### config.mk
export PLATFORM = sky130hd
export DESIGN_NAME = scb_sfr_bank
export DESIGN_NICKNAME = d
export VERILOG_FILES = /design/src/logic/scb_pkg.sv /design/src/logic/scb_sfr_bank.sv
export SDC_FILE = /design/constraint.sdc
export NUM_CORES = 1
export LEC_CHECK = 0
export ABC_AREA = 1
export BUFFER_PORTS_ARGS = -buffer_cell sky130_fd_sc_hd__buf_2
export CORE_UTILIZATION = 53
export CTS_BUF_LIST = sky130_fd_sc_hd__clkbuf_8
export CTS_CLUSTER_SIZE = 24
export DETAILED_ROUTE_END_ITERATION = 6
export PLACE_DENSITY_LB_ADDON = 0.25
export SYNTH_ARGS = -nofsm -noshare
export SYNTH_HDL_FRONTEND = slang
export SYNTH_SLANG_ARGS = --single-unit
export TNS_END_PERCENT = 1
### constraint.sdc
create_clock -name clock_i -period 1.8 [get_ports clock_i]
set_input_delay 0.09 -clock clock_i [delete_from_list [all_inputs] [get_ports clock_i]]
set_output_delay 0.09 -clock clock_i [all_outputs]
set_load 0.01 [all_outputs]
### src/logic/scb_pkg.sv
package scb_pkg;
  // ==========================================================
  // register addresses on the special register bus
  localparam logic [7:0] ADDR_SUPPLY_MON   = 8'he7;
  localparam logic [7:0] ADDR_EXT_IRQ_EN   = 8'he8;
  localparam logic [7:0] ADDR_PCODE_LOW    = 8'he9;
  localparam logic [7:0] ADDR_PCODE_HIGH   = 8'hea;
  localparam logic [7:0] ADDR_HW_VERSION   = 8'heb;
  localparam logic [7:0] ADDR_FLASH_CTRL   = 8'hee;
  localparam logic [7:0] ADDR_FLASH_TIMING = 8'hef;
  localparam logic [7:0] ADDR_PWR_DOWN     = 8'hf1;
  localparam logic [7:0] ADDR_STROBE_SEL   = 8'hf2;
  localparam logic [7:0] ADDR_ACLK_DIV     = 8'hf6;
  // ==========================================================
  // reset values
  localparam logic [7:0] RST_SUPPLY_MON    = 8'h00;
  localparam logic [4:0] RST_EXT_IRQ_EN    = 5'h00;
  localparam logic [7:0] EXT_IRQ_FIXED     = 8'he0;
  localparam logic [1:0] RST_FLASH_CTRL    = 2'h0;
  localparam logic [7:0] FLASH_CTRL_FIXED  = 8'h02;
  localparam logic [7:0] RST_FLASH_TIMING  = 8'ha5;
  localparam logic [4:0] RST_PWR_DOWN      = 5'h1f;
  localparam logic [5:0] RST_STROBE_SEL    = 6'h00;
  localparam logic [6:0] RST_ACLK_DIV      = 7'h03;
  // ==========================================================
  // field positions
  localparam int POS_ANA_OFF    = 7;
  localparam int POS_DIG_OFF    = 3;
  localparam int POS_PAGE_ERASE = 6;
  localparam int POS_READ_CLK   = 4;
  localparam int POS_BUSY       = 2;
  localparam int POS_CONV_OFF   = 3;
  // ==========================================================
  // fixed divides
  localparam int WRITE_MULT     = 5;
  localparam int MOD_DIV        = 64;
  // identity values, arbitrary
  localparam logic [7:0] PCODE_HIGH_VAL = 8'h5a;
  localparam logic [7:0] HW_VERSION_VAL = 8'h11;
  typedef enum logic [1:0] {FL_IDLE, FL_WRITE, FL_ERASE} scb_flash_type;
endpackage

### src/logic/scb_sfr_bank.sv
`timescale 1ns/100ps
// Overview of operation
// - analog detector enabled when bit 7 is 0; resets to 0
// - bits 6-4 select analog threshold; 111 compares analog input seven
// - digital detector enabled when bit 3 is 0; resets to 0
// - bits 2-0 select digital threshold; 111 compares analog input six
// - interrupt enable bits 7-5 read 1; bit 4 gates watchdog requests
// - interrupt enable bits 3..0 enable external lines 5..2
// - product code low reads zero above bits 1-0 flash size
// - product code high is a read-only identity byte
// - page erase select chooses byte program or page erase on moves
// - read clock mode bit selects bypass or delay line
// - busy bit 2 high during write or erase; bit 1 reads 1
// - erase lasts (1+erase count)*(ms divider+1) clocks; timing resets a5
// - write lasts (1+write count)*(us divider+1)*5 clocks
// - power down bits 4..0 switch off five peripherals; reset 1f
// - converter off also powers down reference and summation
// - strobe pin select 00x strobe, 01x clock, 10x modulator, 110/111
// - latch pin select 0x latch, 10 low, 11 high
// - analog clock = system clock/(divider+1); bit 7 reads 0; reset 03
// - modulator clock = analog clock/64; output rate by decimation
// - microsecond tick every (us divider+1) clocks
// - millisecond tick every (high*256+low+1) clocks
module scb_sfr_bank
  import scb_pkg::*;
(
  input  wire logic        clock_i,
  input  wire logic        rst_n_i,
  input  wire logic [7:0]  sfr_addr_i,
  input  wire logic        sfr_wr_i,
  input  wire logic [7:0]  sfr_wdata_i,
  input  wire logic        sfr_rd_i,
  output logic      [7:0]  sfr_rdata_o,
  output logic             sfr_hit_o,
  input  wire logic [1:0]  flash_size_i,
  input  wire logic [4:0]  microsecond_divider_i,
  input  wire logic [15:0] millisecond_divider_i,
  input  wire logic        flash_move_wr_i,
  output logic             flash_start_o,
  output logic             page_erase_select_o,
  output logic             flash_read_clock_mode_o,
  output logic             flash_busy_o,
  output logic             analog_detector_en_o,
  output logic [2:0]       analog_threshold_select_o,
  output logic             digital_detector_en_o,
  output logic [2:0]       digital_threshold_select_o,
  output logic             watchdog_irq_enable_o,
  output logic [3:0]       ext_irq_enable_o,
  output logic             pulse_modulator_off_o,
  output logic             converter_off_o,
  output logic             reference_off_o,
  output logic             summation_off_o,
  output logic             watchdog_off_o,
  output logic             system_timer_off_o,
  output logic             serial_peripheral_off_o,
  input  wire logic        program_strobe_i,
  input  wire logic        address_latch_i,
  output logic             program_strobe_pin_o,
  output logic             address_latch_pin_o,
  output logic             analog_clock_o,
  output logic             modulator_clock_o
);
  // ==========================================================
  // register storage
  logic [7:0]    supply_mon_r;
  logic [4:0]    ext_irq_r;
  logic [1:0]    flash_ctrl_r;
  logic [7:0]    flash_timing_r;
  logic [4:0]    pwr_down_r;
  logic [5:0]    strobe_sel_r;
  logic [6:0]    aclk_div_r;
  logic [7:0]    rdata_r;
  logic          hit_r;

  // ==========================================================
  // address decode
  wire logic wr_supply  = sfr_wr_i && (sfr_addr_i == ADDR_SUPPLY_MON);
  wire logic wr_irq     = sfr_wr_i && (sfr_addr_i == ADDR_EXT_IRQ_EN);
  wire logic wr_fctrl   = sfr_wr_i && (sfr_addr_i == ADDR_FLASH_CTRL);
  wire logic wr_ftiming = sfr_wr_i && (sfr_addr_i == ADDR_FLASH_TIMING);
  wire logic wr_pdown   = sfr_wr_i && (sfr_addr_i == ADDR_PWR_DOWN);
  wire logic wr_strobe  = sfr_wr_i && (sfr_addr_i == ADDR_STROBE_SEL);
  wire logic wr_aclk    = sfr_wr_i && (sfr_addr_i == ADDR_ACLK_DIV);

  // register writes; read-only addresses and fixed bits have no storage except strobe select bit 2, held at 0
  always_ff @(posedge clock_i) begin
    if (!rst_n_i) begin
      supply_mon_r   <= RST_SUPPLY_MON;
      ext_irq_r      <= RST_EXT_IRQ_EN;
      flash_ctrl_r   <= RST_FLASH_CTRL;
      flash_timing_r <= RST_FLASH_TIMING;
      pwr_down_r     <= RST_PWR_DOWN;
      strobe_sel_r   <= RST_STROBE_SEL;
      aclk_div_r     <= RST_ACLK_DIV;
    end else begin
      if (wr_supply)  supply_mon_r   <= sfr_wdata_i;
      if (wr_irq)     ext_irq_r      <= sfr_wdata_i[4:0];
      if (wr_fctrl)   flash_ctrl_r   <= {sfr_wdata_i[POS_PAGE_ERASE], sfr_wdata_i[POS_READ_CLK]};
      if (wr_ftiming) flash_timing_r <= sfr_wdata_i;
      if (wr_pdown)   pwr_down_r     <= sfr_wdata_i[4:0];
      if (wr_strobe)  strobe_sel_r   <= {sfr_wdata_i[5:3], 1'b0, sfr_wdata_i[1:0]};
      if (wr_aclk)    aclk_div_r     <= sfr_wdata_i[6:0];
    end
  end

  // ==========================================================
  // flash timing engine
  scb_flash_type fl_state_r;
  logic [15:0]   fl_base_r;  // system clocks within one (divider+1) period
  logic [3:0]    fl_mult_r;  // multiplier of 5 for write units
  logic [3:0]    fl_units_r; // units still to go after the current one
  wire logic [15:0] us_unit = {11'h000, microsecond_divider_i};
  wire logic [15:0] ms_unit = millisecond_divider_i;
  wire logic        base_end = (fl_state_r == FL_WRITE) ? (fl_base_r == us_unit)
                                                        : (fl_base_r == ms_unit);
  wire logic [3:0]  mult_last = 4'(WRITE_MULT - 1);
  wire logic        unit_end = base_end && ((fl_state_r == FL_ERASE) || (fl_mult_r == mult_last));
  wire logic        start    = flash_move_wr_i && (fl_state_r == FL_IDLE);

  // one unit is (divider+1) clocks, times 5 for writes, repeated count+1 times
  always_ff @(posedge clock_i) begin
    if (!rst_n_i) begin
      fl_state_r <= FL_IDLE;
      fl_base_r  <= 16'h0000;
      fl_mult_r  <= 4'h0;
      fl_units_r <= 4'h0;
    end else begin
      case (fl_state_r)
        FL_IDLE: begin
          fl_base_r <= 16'h0000;
          fl_mult_r <= 4'h0;
          if (start && flash_ctrl_r[1]) begin
            fl_state_r <= FL_ERASE;
            fl_units_r <= flash_timing_r[7:4];
          end else if (start) begin
            fl_state_r <= FL_WRITE;
            fl_units_r <= flash_timing_r[3:0];
          end
        end
        FL_WRITE, FL_ERASE: begin
          fl_base_r <= base_end ? 16'h0000 : fl_base_r + 16'h0001;
          if (base_end)
            fl_mult_r <= (fl_mult_r == mult_last) ? 4'h0 : fl_mult_r + 4'h1;
          if (unit_end) begin
            if (fl_units_r == 4'h0)
              fl_state_r <= FL_IDLE;
            else
              fl_units_r <= fl_units_r - 4'h1;
          end
        end
        default: fl_state_r <= FL_IDLE;
      endcase
    end
  end

  // ==========================================================
  // analog clock divider and modulator divide by 64
  logic [6:0] aclk_cnt_r;
  logic [5:0] mod_cnt_r;
  logic       aclk_r;
  logic       mod_r;
  wire logic  aclk_tick = (aclk_cnt_r >= aclk_div_r);
  localparam logic [5:0] MOD_HALF = 6'(MOD_DIV / 2 - 1);
  wire logic  mod_toggle = aclk_tick && (mod_cnt_r[4:0] == MOD_HALF[4:0]);

  // analog clock high for one system clock per (divider+1); modulator square
  always_ff @(posedge clock_i) begin
    if (!rst_n_i || converter_off_o) begin
      aclk_cnt_r <= 7'h00;
      mod_cnt_r  <= 6'h00;
      aclk_r     <= 1'b0;
      mod_r      <= 1'b0;
    end else begin
      aclk_cnt_r <= aclk_tick ? 7'h00 : aclk_cnt_r + 7'h01;
      aclk_r     <= aclk_tick;
      if (aclk_tick) mod_cnt_r <= mod_cnt_r + 6'h01;
      if (mod_toggle) mod_r <= ~mod_r;
    end
  end

  // ==========================================================
  // pin selects
  logic strobe_pin_r;
  logic latch_pin_r;
  wire logic [2:0] ps_sel = strobe_sel_r[5:3];
  wire logic [1:0] al_sel = strobe_sel_r[1:0];
  wire logic strobe_nxt = (ps_sel[2:1] == 2'b00) ? program_strobe_i :
                          (ps_sel[2:1] == 2'b01) ? clock_i :
                          (ps_sel[2:1] == 2'b10) ? mod_r : ps_sel[0];
  wire logic latch_nxt  = al_sel[1] ? al_sel[0] : address_latch_i;

  // pin drivers; the clock selection passes straight through
  always_ff @(posedge clock_i) begin
    if (!rst_n_i) begin
      strobe_pin_r <= 1'b0;
      latch_pin_r  <= 1'b0;
    end else begin
      strobe_pin_r <= strobe_nxt;
      latch_pin_r  <= latch_nxt;
    end
  end
  assign program_strobe_pin_o = (ps_sel[2:1] == 2'b01) ? clock_i : strobe_pin_r;
  assign address_latch_pin_o  = latch_pin_r;

  // ==========================================================
  // read mux
  wire logic [7:0] fctrl_rd = FLASH_CTRL_FIXED
                            | {1'b0, flash_ctrl_r[1], 1'b0, flash_ctrl_r[0], 4'h0}
                            | {5'h00, flash_busy_o, 2'b00};
  wire logic [7:0] rd_nxt =
    (sfr_addr_i == ADDR_SUPPLY_MON)   ? supply_mon_r :
    (sfr_addr_i == ADDR_EXT_IRQ_EN)   ? (EXT_IRQ_FIXED | {3'b000, ext_irq_r}) :
    (sfr_addr_i == ADDR_PCODE_LOW)    ? {6'h00, flash_size_i} :
    (sfr_addr_i == ADDR_PCODE_HIGH)   ? PCODE_HIGH_VAL :
    (sfr_addr_i == ADDR_HW_VERSION)   ? HW_VERSION_VAL :
    (sfr_addr_i == ADDR_FLASH_CTRL)   ? fctrl_rd :
    (sfr_addr_i == ADDR_FLASH_TIMING) ? flash_timing_r :
    (sfr_addr_i == ADDR_PWR_DOWN)     ? {3'b000, pwr_down_r} :
    (sfr_addr_i == ADDR_STROBE_SEL)   ? {2'b00, strobe_sel_r} :
    (sfr_addr_i == ADDR_ACLK_DIV)     ? {1'b0, aclk_div_r} : 8'h00;
  wire logic hit_nxt = (rd_nxt != 8'h00) || (sfr_addr_i == ADDR_SUPPLY_MON)
                    || (sfr_addr_i == ADDR_PCODE_LOW) || (sfr_addr_i == ADDR_STROBE_SEL);

  // read data registered one clock after the read strobe
  always_ff @(posedge clock_i) begin
    if (!rst_n_i) begin
      rdata_r <= 8'h00;
      hit_r   <= 1'b0;
    end else begin
      rdata_r <= sfr_rd_i ? rd_nxt : rdata_r;
      hit_r   <= sfr_rd_i && hit_nxt;
    end
  end

  // ==========================================================
  // control outputs
  assign sfr_rdata_o                = rdata_r;
  assign sfr_hit_o                  = hit_r;
  assign flash_start_o              = start;
  assign page_erase_select_o        = flash_ctrl_r[1];
  assign flash_read_clock_mode_o    = flash_ctrl_r[0];
  assign flash_busy_o               = (fl_state_r != FL_IDLE);
  assign analog_detector_en_o       = ~supply_mon_r[POS_ANA_OFF];
  assign analog_threshold_select_o  = supply_mon_r[6:4];
  assign digital_detector_en_o      = ~supply_mon_r[POS_DIG_OFF];
  assign digital_threshold_select_o = supply_mon_r[2:0];
  assign watchdog_irq_enable_o      = ext_irq_r[4];
  assign ext_irq_enable_o           = ext_irq_r[3:0];
  assign pulse_modulator_off_o      = pwr_down_r[4];
  assign converter_off_o            = pwr_down_r[POS_CONV_OFF];
  assign reference_off_o            = pwr_down_r[POS_CONV_OFF];
  assign summation_off_o            = pwr_down_r[POS_CONV_OFF];
  assign watchdog_off_o             = pwr_down_r[2];
  assign system_timer_off_o         = pwr_down_r[1];
  assign serial_peripheral_off_o    = pwr_down_r[0];
  assign analog_clock_o             = aclk_r;
  assign modulator_clock_o          = mod_r;

  // ==========================================================
  // checks
  a_busy_on_start: assert property (@(posedge clock_i) disable iff (!rst_n_i)
    start |=> flash_busy_o) else $error("busy not raised after start");
  a_irq_fixed_bits: assert property (@(posedge clock_i) disable iff (!rst_n_i)
    sfr_rd_i && sfr_addr_i == ADDR_EXT_IRQ_EN |=> sfr_rdata_o[7:5] == 3'b111)
    else $error("fixed enable bits not one");
  a_aclk_low_bit7: assert property (@(posedge clock_i) disable iff (!rst_n_i)
    sfr_rd_i && sfr_addr_i == ADDR_ACLK_DIV |=> !sfr_rdata_o[7])
    else $error("divider bit 7 not zero");
  a_pcode_low_top: assert property (@(posedge clock_i) disable iff (!rst_n_i)
    sfr_rd_i && sfr_addr_i == ADDR_PCODE_LOW |=> sfr_rdata_o == {6'h00, $past(flash_size_i)})
    else $error("product code low wrong");
  a_det_follow: assert property (@(posedge clock_i) disable iff (!rst_n_i)
    wr_supply |=> analog_detector_en_o == !$past(sfr_wdata_i[7])
                  && digital_detector_en_o == !$past(sfr_wdata_i[3]))
    else $error("detector enable wrong");
  a_conv_group: assert property (@(posedge clock_i) disable iff (!rst_n_i)
    wr_pdown |=> reference_off_o == $past(sfr_wdata_i[3]) && summation_off_o == converter_off_o)
    else $error("converter group mismatch");
  a_latch_forced: assert property (@(posedge clock_i) disable iff (!rst_n_i)
    al_sel == 2'b11 && $past(al_sel) == 2'b11 |-> address_latch_pin_o)
    else $error("latch pin not held high");
  a_min_write: assert property (@(posedge clock_i) disable iff (!rst_n_i)
    start && !flash_ctrl_r[1] |=> flash_busy_o [*5])
    else $error("write ended too early");
  a_ro_ignored: assert property (@(posedge clock_i) disable iff (!rst_n_i)
    sfr_rd_i && sfr_addr_i == ADDR_PCODE_HIGH |=> sfr_rdata_o == PCODE_HIGH_VAL)
    else $error("product code high changed");
endmodule // scb_sfr_bank

---- Word level (Yosys, flattened, before mapping) ----
Cells that the tools add are included.
cells by class
  shift-type cells ........................ 0
  $add $sub $neg .......................... 5
  reduce and logical (&&, ||, !) cells .... 29
  bitwise gates (word level) .............. 4
  mux-type cells .......................... 31
  $lt $le $gt $ge ......................... 1
  $mul .................................... 0
  equal/unequal tests ..................... 23
  div/mod/pow operators ................... 0
operators with widths
  operator                                                          number
  8-bit == test (second input constant)                             10
  8-bit 2-to-1 mux                                                  7
  16-bit one-hot mux with 2 select lines                            1
  4-bit 2-to-1 mux                                                  6
  7-bit 2-to-1 mux                                                  3
  16-bit by 1-bit adder with 16-bit output (second input constant)  1
  16-bit == test                                                    1
  16-bit by 5-bit == test with 1-bit output                         1
  16-bit 2-to-1 mux                                                 1
  4-bit one-hot mux with 2 select lines                             2
  1-bit logical AND                                                 12
  2-bit 2-to-1 mux                                                  4
  2-bit != test (second input constant)                             4
  8-bit nonzero test                                                1
  7-bit by 1-bit adder with 7-bit output (second input constant)    1
  7-bit >= comparator                                               1
  7-bit by 3-bit bitwise OR with 7-bit output                       1
  6-bit by 1-bit adder with 6-bit output (second input constant)    1
  1-bit 2-to-1 mux                                                  6
  5-bit == test (second input constant)                             1
  1-bit logical OR                                                  5
  4-bit by 1-bit adder with 4-bit output (second input constant)    1
  2-bit by 1-bit == test with 1-bit output (second input constant)  2
  2-bit == test (second input constant)                             2
  other kinds (13)                                                  18
word-level totals
  bits in latches ......................... 0
  memories kept ........................... 0
  ROM bits ................................ 0
  flip-flop bits (word level) ............. 92
  RAM bits ................................ 0
  bits of input ports ..................... 46

---- Longest topological paths before layout ----
  depth after elaboration ................. 16
  depth in mapped cells ................... 17
  mapped depth without buffers ............ 16

==> out/qor.txt <==
Max VDD drop = 0.594 mV
adder-cell share of the synthesized area = 4.40%
Die Y = 100 um
share of the cycle needed by the critical path after routing = 108%
signed area change from the synthesized netlist to the final layout = 24.2%
number of top-level pins = 83
worst clock skew = 0.0144 ns
Detailed Place HPWL = 9.94 mm
post-synthesis share of cell area spent on xor and xnor gates = 4.96%
CTS tree = built
count of input and output buffers = 82
commonest cells after routing, fill and taps aside = sky130_fd_sc_hd__nand2_1, sky130_fd_sc_hd__nor2_1, sky130_fd_sc_hd__dfxtp_1
terminating pin of the worst hold path = strobe_pin_r$_SDFF_PN0_
internal reg-to-reg setup slack = -0.14 ns
detail-routed net length per standard cell = 14.0 um
Yosys Warn Count = 0
Synth Area in Simple Gates = 31.0%
P_sw = 1.83 mW
critical hold path startpoint = program_strobe_i
ys async rst share = 0%
number of max-cap violations = 0
Clock Latency Late Sink = 0.47 ns
share of power burned in the clock network = 32.3%
Worst Setup Start Kind = flip-flop
post-route ant nets = 0
post-route worst setup slack = -0.141 ns
Worst Path Required = 2.21 ns
post-synthesis sequential area ratio = 35.6%
final count of pins violating max slew = 0
critical path capture point type = flip-flop
starting DRC count in detailed routing = 330
leading post-synthesis cells by cell area = sky130_fd_sc_hd__dfxtp_1, sky130_fd_sc_hd__nand2_1, sky130_fd_sc_hd__nor2_1
die outline width = 100 um
total routed wirelength = 13.9 mm
total inserted antenna cells = 0
run status = finished with violations
final weighted congestion in routability-driven placement = 0.935
fraction of layout cells with a size suffix above 1 = 23.8%
Yosys reg bits = 91
number of detailed-routing iterations run before antenna repair = 5
total setup violations reported at the end of the flow = 26
LEAKAGE = 2.84 nW
CTS clk-pin slew, worst paths = 0.09 ns
Rel. slew slack = 65.0%
RR Endpoint = fl_mult_r[2]$_SDFFE_PN0P_
HP Class = primary input to flip-flop
nets = 921
violations in the final reports = negative setup slack
final critical delay including setup and external delays = 1.94 ns
number of rows in the core area = 35
overall global routing resource usage = 28.6%
Post-Synthesis Mean Instance Area = 6.94 um^2
area share of the largest cell type after synthesis = 35.6%
Remaining Overflow, GRT = 0
first-pass GRT wire length = 22.6 mm
Synth Instances = 737
transition time of the tightest slew-check pin = 0.526 ns
number of synthesized flops with an enable pin = 0
first element of the critical path = fl_state_r[1]$_SDFFE_PN0P_
Worst Hold Path Cells = 5
most common cell after layout, fill and taps aside = sky130_fd_sc_hd__nand2_1
peak fanout along the critical path = 14
Synth cell types = 42
combinational family with the most area after synthesis = simple AND/OR/NAND/NOR gates
Switching Fraction = 33.7%
final cell count without fillers = 992
Max Fclk = 0.515 GHz
arrival time at the worst endpoint = 2.36 ns
count of cells along the worst register-to-register path = 14
Pint = 3.61 mW
Vias per Instance = 5.32
number of antenna violations at the first check in global routing = 0
die area = 10,100 um^2
flip-flop cell with the highest count after synthesis = sky130_fd_sc_hd__dfxtp_1
largest net degree at the start of global routing = 46
dominant cell type by area after synthesis = sky130_fd_sc_hd__dfxtp_1
fraction of synthesized area in multiplexers = 0%
Worst Path Class, Setup = flip-flop to flip-flop
post-synthesis instance area = 5120 um^2
Power Dens Cells = 857 nW/um^2
Starting Density = 55.1%
drc violations = 0
utilization after layout = 68.5%
routed via count = 5,280
Comb pwr share = 28.5%
core area = 9280 um^2
Final Hold Viols = 0
net count of the mapped netlist = 801
fraction of power consumed by sequential logic = 39.2%
number of placed cells counting well taps = 951
via count of the first global-routing pass = 5,098
post-synthesis compound-gate area fraction = 13.3%
RSZ-0062 raised after global routing = true
startpoint of the lowest-slack register-to-register path = fl_state_r[1]$_SDFFE_PN0P_
[cell families after synthesis]
family	count (synthesis)
adder cells (fa/ha/maj)	18
AND/OR/NAND/NOR	357
flip-flops	91
buffers and inverters	121
AO/OA/AOI/OAI	121
XOR/XNOR	29
[worst max-delay path: stages, from the launching register on]
cell	delay, ns
sky130_fd_sc_hd__dfxtp_2	0.33
sky130_fd_sc_hd__inv_2	0.07
sky130_fd_sc_hd__ha_4	0.20
sky130_fd_sc_hd__inv_8	0.08
sky130_fd_sc_hd__nand2_2	0.08
sky130_fd_sc_hd__nand2_2	0.06
sky130_fd_sc_hd__xor2_1	0.13
sky130_fd_sc_hd__nor2_1	0.11
sky130_fd_sc_hd__nand2_1	0.08
sky130_fd_sc_hd__nor2_2	0.15
sky130_fd_sc_hd__nand2_2	0.14
sky130_fd_sc_hd__nand2_8	0.15
sky130_fd_sc_hd__buf_6	0.12
sky130_fd_sc_hd__nand3_2	0.06
sky130_fd_sc_hd__a21oi_2	0.14
[how the worst max path moves through the flow]
| stage | to | slack (ns) | cells after the start |
|---|---|---|---|
| final | fl_mult_r[2]$_SDFFE_PN0P_ | -0.14 | 14 |
| after global placement | fl_base_r[12]$_SDFFE_PN0P_ | -0.15 | 14 |
| after detailed placement | fl_base_r[12]$_SDFFE_PN0P_ | -0.25 | 14 |
| after floorplan | fl_base_r[6]$_SDFFE_PN0P_ | -0.09 | 16 |
| after CTS | fl_mult_r[3]$_SDFFE_PN0P_ | -0.08 | 13 |
| after global routing | fl_state_r[0]$_SDFFE_PN0P_ | -0.27 | 15 |
[Yosys cell counts, types with 2 or more instances]
cell type	n
sky130_fd_sc_hd__clkinv_1	3
sky130_fd_sc_hd__nand3_1	56
sky130_fd_sc_hd__dfxtp_1	91
sky130_fd_sc_hd__a21oi_2	3
sky130_fd_sc_hd__o211ai_1	12
sky130_fd_sc_hd__nand4_1	14
sky130_fd_sc_hd__ha_1	18
sky130_fd_sc_hd__a31oi_1	3
sky130_fd_sc_hd__xor2_1	23
sky130_fd_sc_hd__clkbuf_1	10
sky130_fd_sc_hd__nor4_1	2
sky130_fd_sc_hd__a21oi_1	40
sky130_fd_sc_hd__o21ai_0	52
sky130_fd_sc_hd__o2111ai_1	2
sky130_fd_sc_hd__nand2_4	4
sky130_fd_sc_hd__inv_1	88
sky130_fd_sc_hd__nor2_1	89
sky130_fd_sc_hd__nor3_1	7
sky130_fd_sc_hd__buf_8	2
sky130_fd_sc_hd__a211oi_1	3
sky130_fd_sc_hd__or2_1	2
sky130_fd_sc_hd__buf_4	8
sky130_fd_sc_hd__nand3_2	3
sky130_fd_sc_hd__nand2_2	9
sky130_fd_sc_hd__nor2_2	14
sky130_fd_sc_hd__xnor2_1	6
sky130_fd_sc_hd__buf_2	6
sky130_fd_sc_hd__nand2_1	153
[flip-flops by register name, indices dropped and copies added, names as in the netlist, 4 cells and up]
name / flops
fl_base_r: 16
flash_timing_r: 8
sfr_rdata_o: 8
supply_mon_r: 8
aclk_cnt_r: 7
aclk_div_r: 7
ext_irq_r: 5
mod_cnt_r: 5
pwr_down_r: 5
strobe_sel_r: 5
fl_mult_r: 4
fl_units_r: 4
[power groups by stage]
stage	clock, mW	sequential (mW)	combinational [mW]
2_1_floorplan	0.00258	2.18	1.01
3_3_place_gp	0.00362	2.18	1.28
3_5_place_dp	0.00362	2.18	1.32
4_1_cts	1.70	2.14	1.49
5_1_grt	1.88	2.15	1.73
6_report	1.76	2.14	1.55
[final cells by class]
cell class                 count  area [um^2]
tap                          129          161
fill                         819         2930
clock inverter                 8         53.8
sequential                    91         1830
multi-input combinational    527         2910
inverter                      91          349
clock buffer                  19          259
timing repair buffer         127          792
[through the flow]
| step | TNS, ns | setup WS (ns) | total power, mW | cell area (um^2) | hold WS, ns |
|---|---|---|---|---|---|
| floorplan | -1.26 | -0.0894 | 3.19 | 5120 | 0.216 |
| global placement | -2.45 | -0.149 | 3.46 | 5740 | 0.250 |
| detailed placement | -5.14 | -0.255 | 3.51 | 5740 | 0.250 |
| CTS | -1.21 | -0.0847 | 5.33 | 6270 | 0.0153 |
| global route | -5.39 | -0.266 | 5.75 | 6360 | 0.0615 |
| finish | -2.51 | -0.141 | 5.45 | 6360 | 0.0186 |
[routing by layer]
| metal | vias to the layer above | track usage, % | wire (um) |
|---|---|---|---|
| met5 | - | 0 | 0 |
| met4 | 0 | 15.3 | 341 |
| met3 | 39 | 5.78 | 788 |
| met2 | 176 | 48.8 | 6890 |
| met1 | 2439 | 33.8 | 5890 |
| li1 | 2626 | - | - |
[repair_timing]
action                                  CTS  global route
hold buffers                             12             0
hold endpoints to repair                 27             0
gates cloned                              2             0
setup buffers                             3             0
endpoints found under the setup margin   30            41
pin swaps                                 5             9
resized for setup                        20            25
Note: power is estimated with default switching activity, not from simulation.
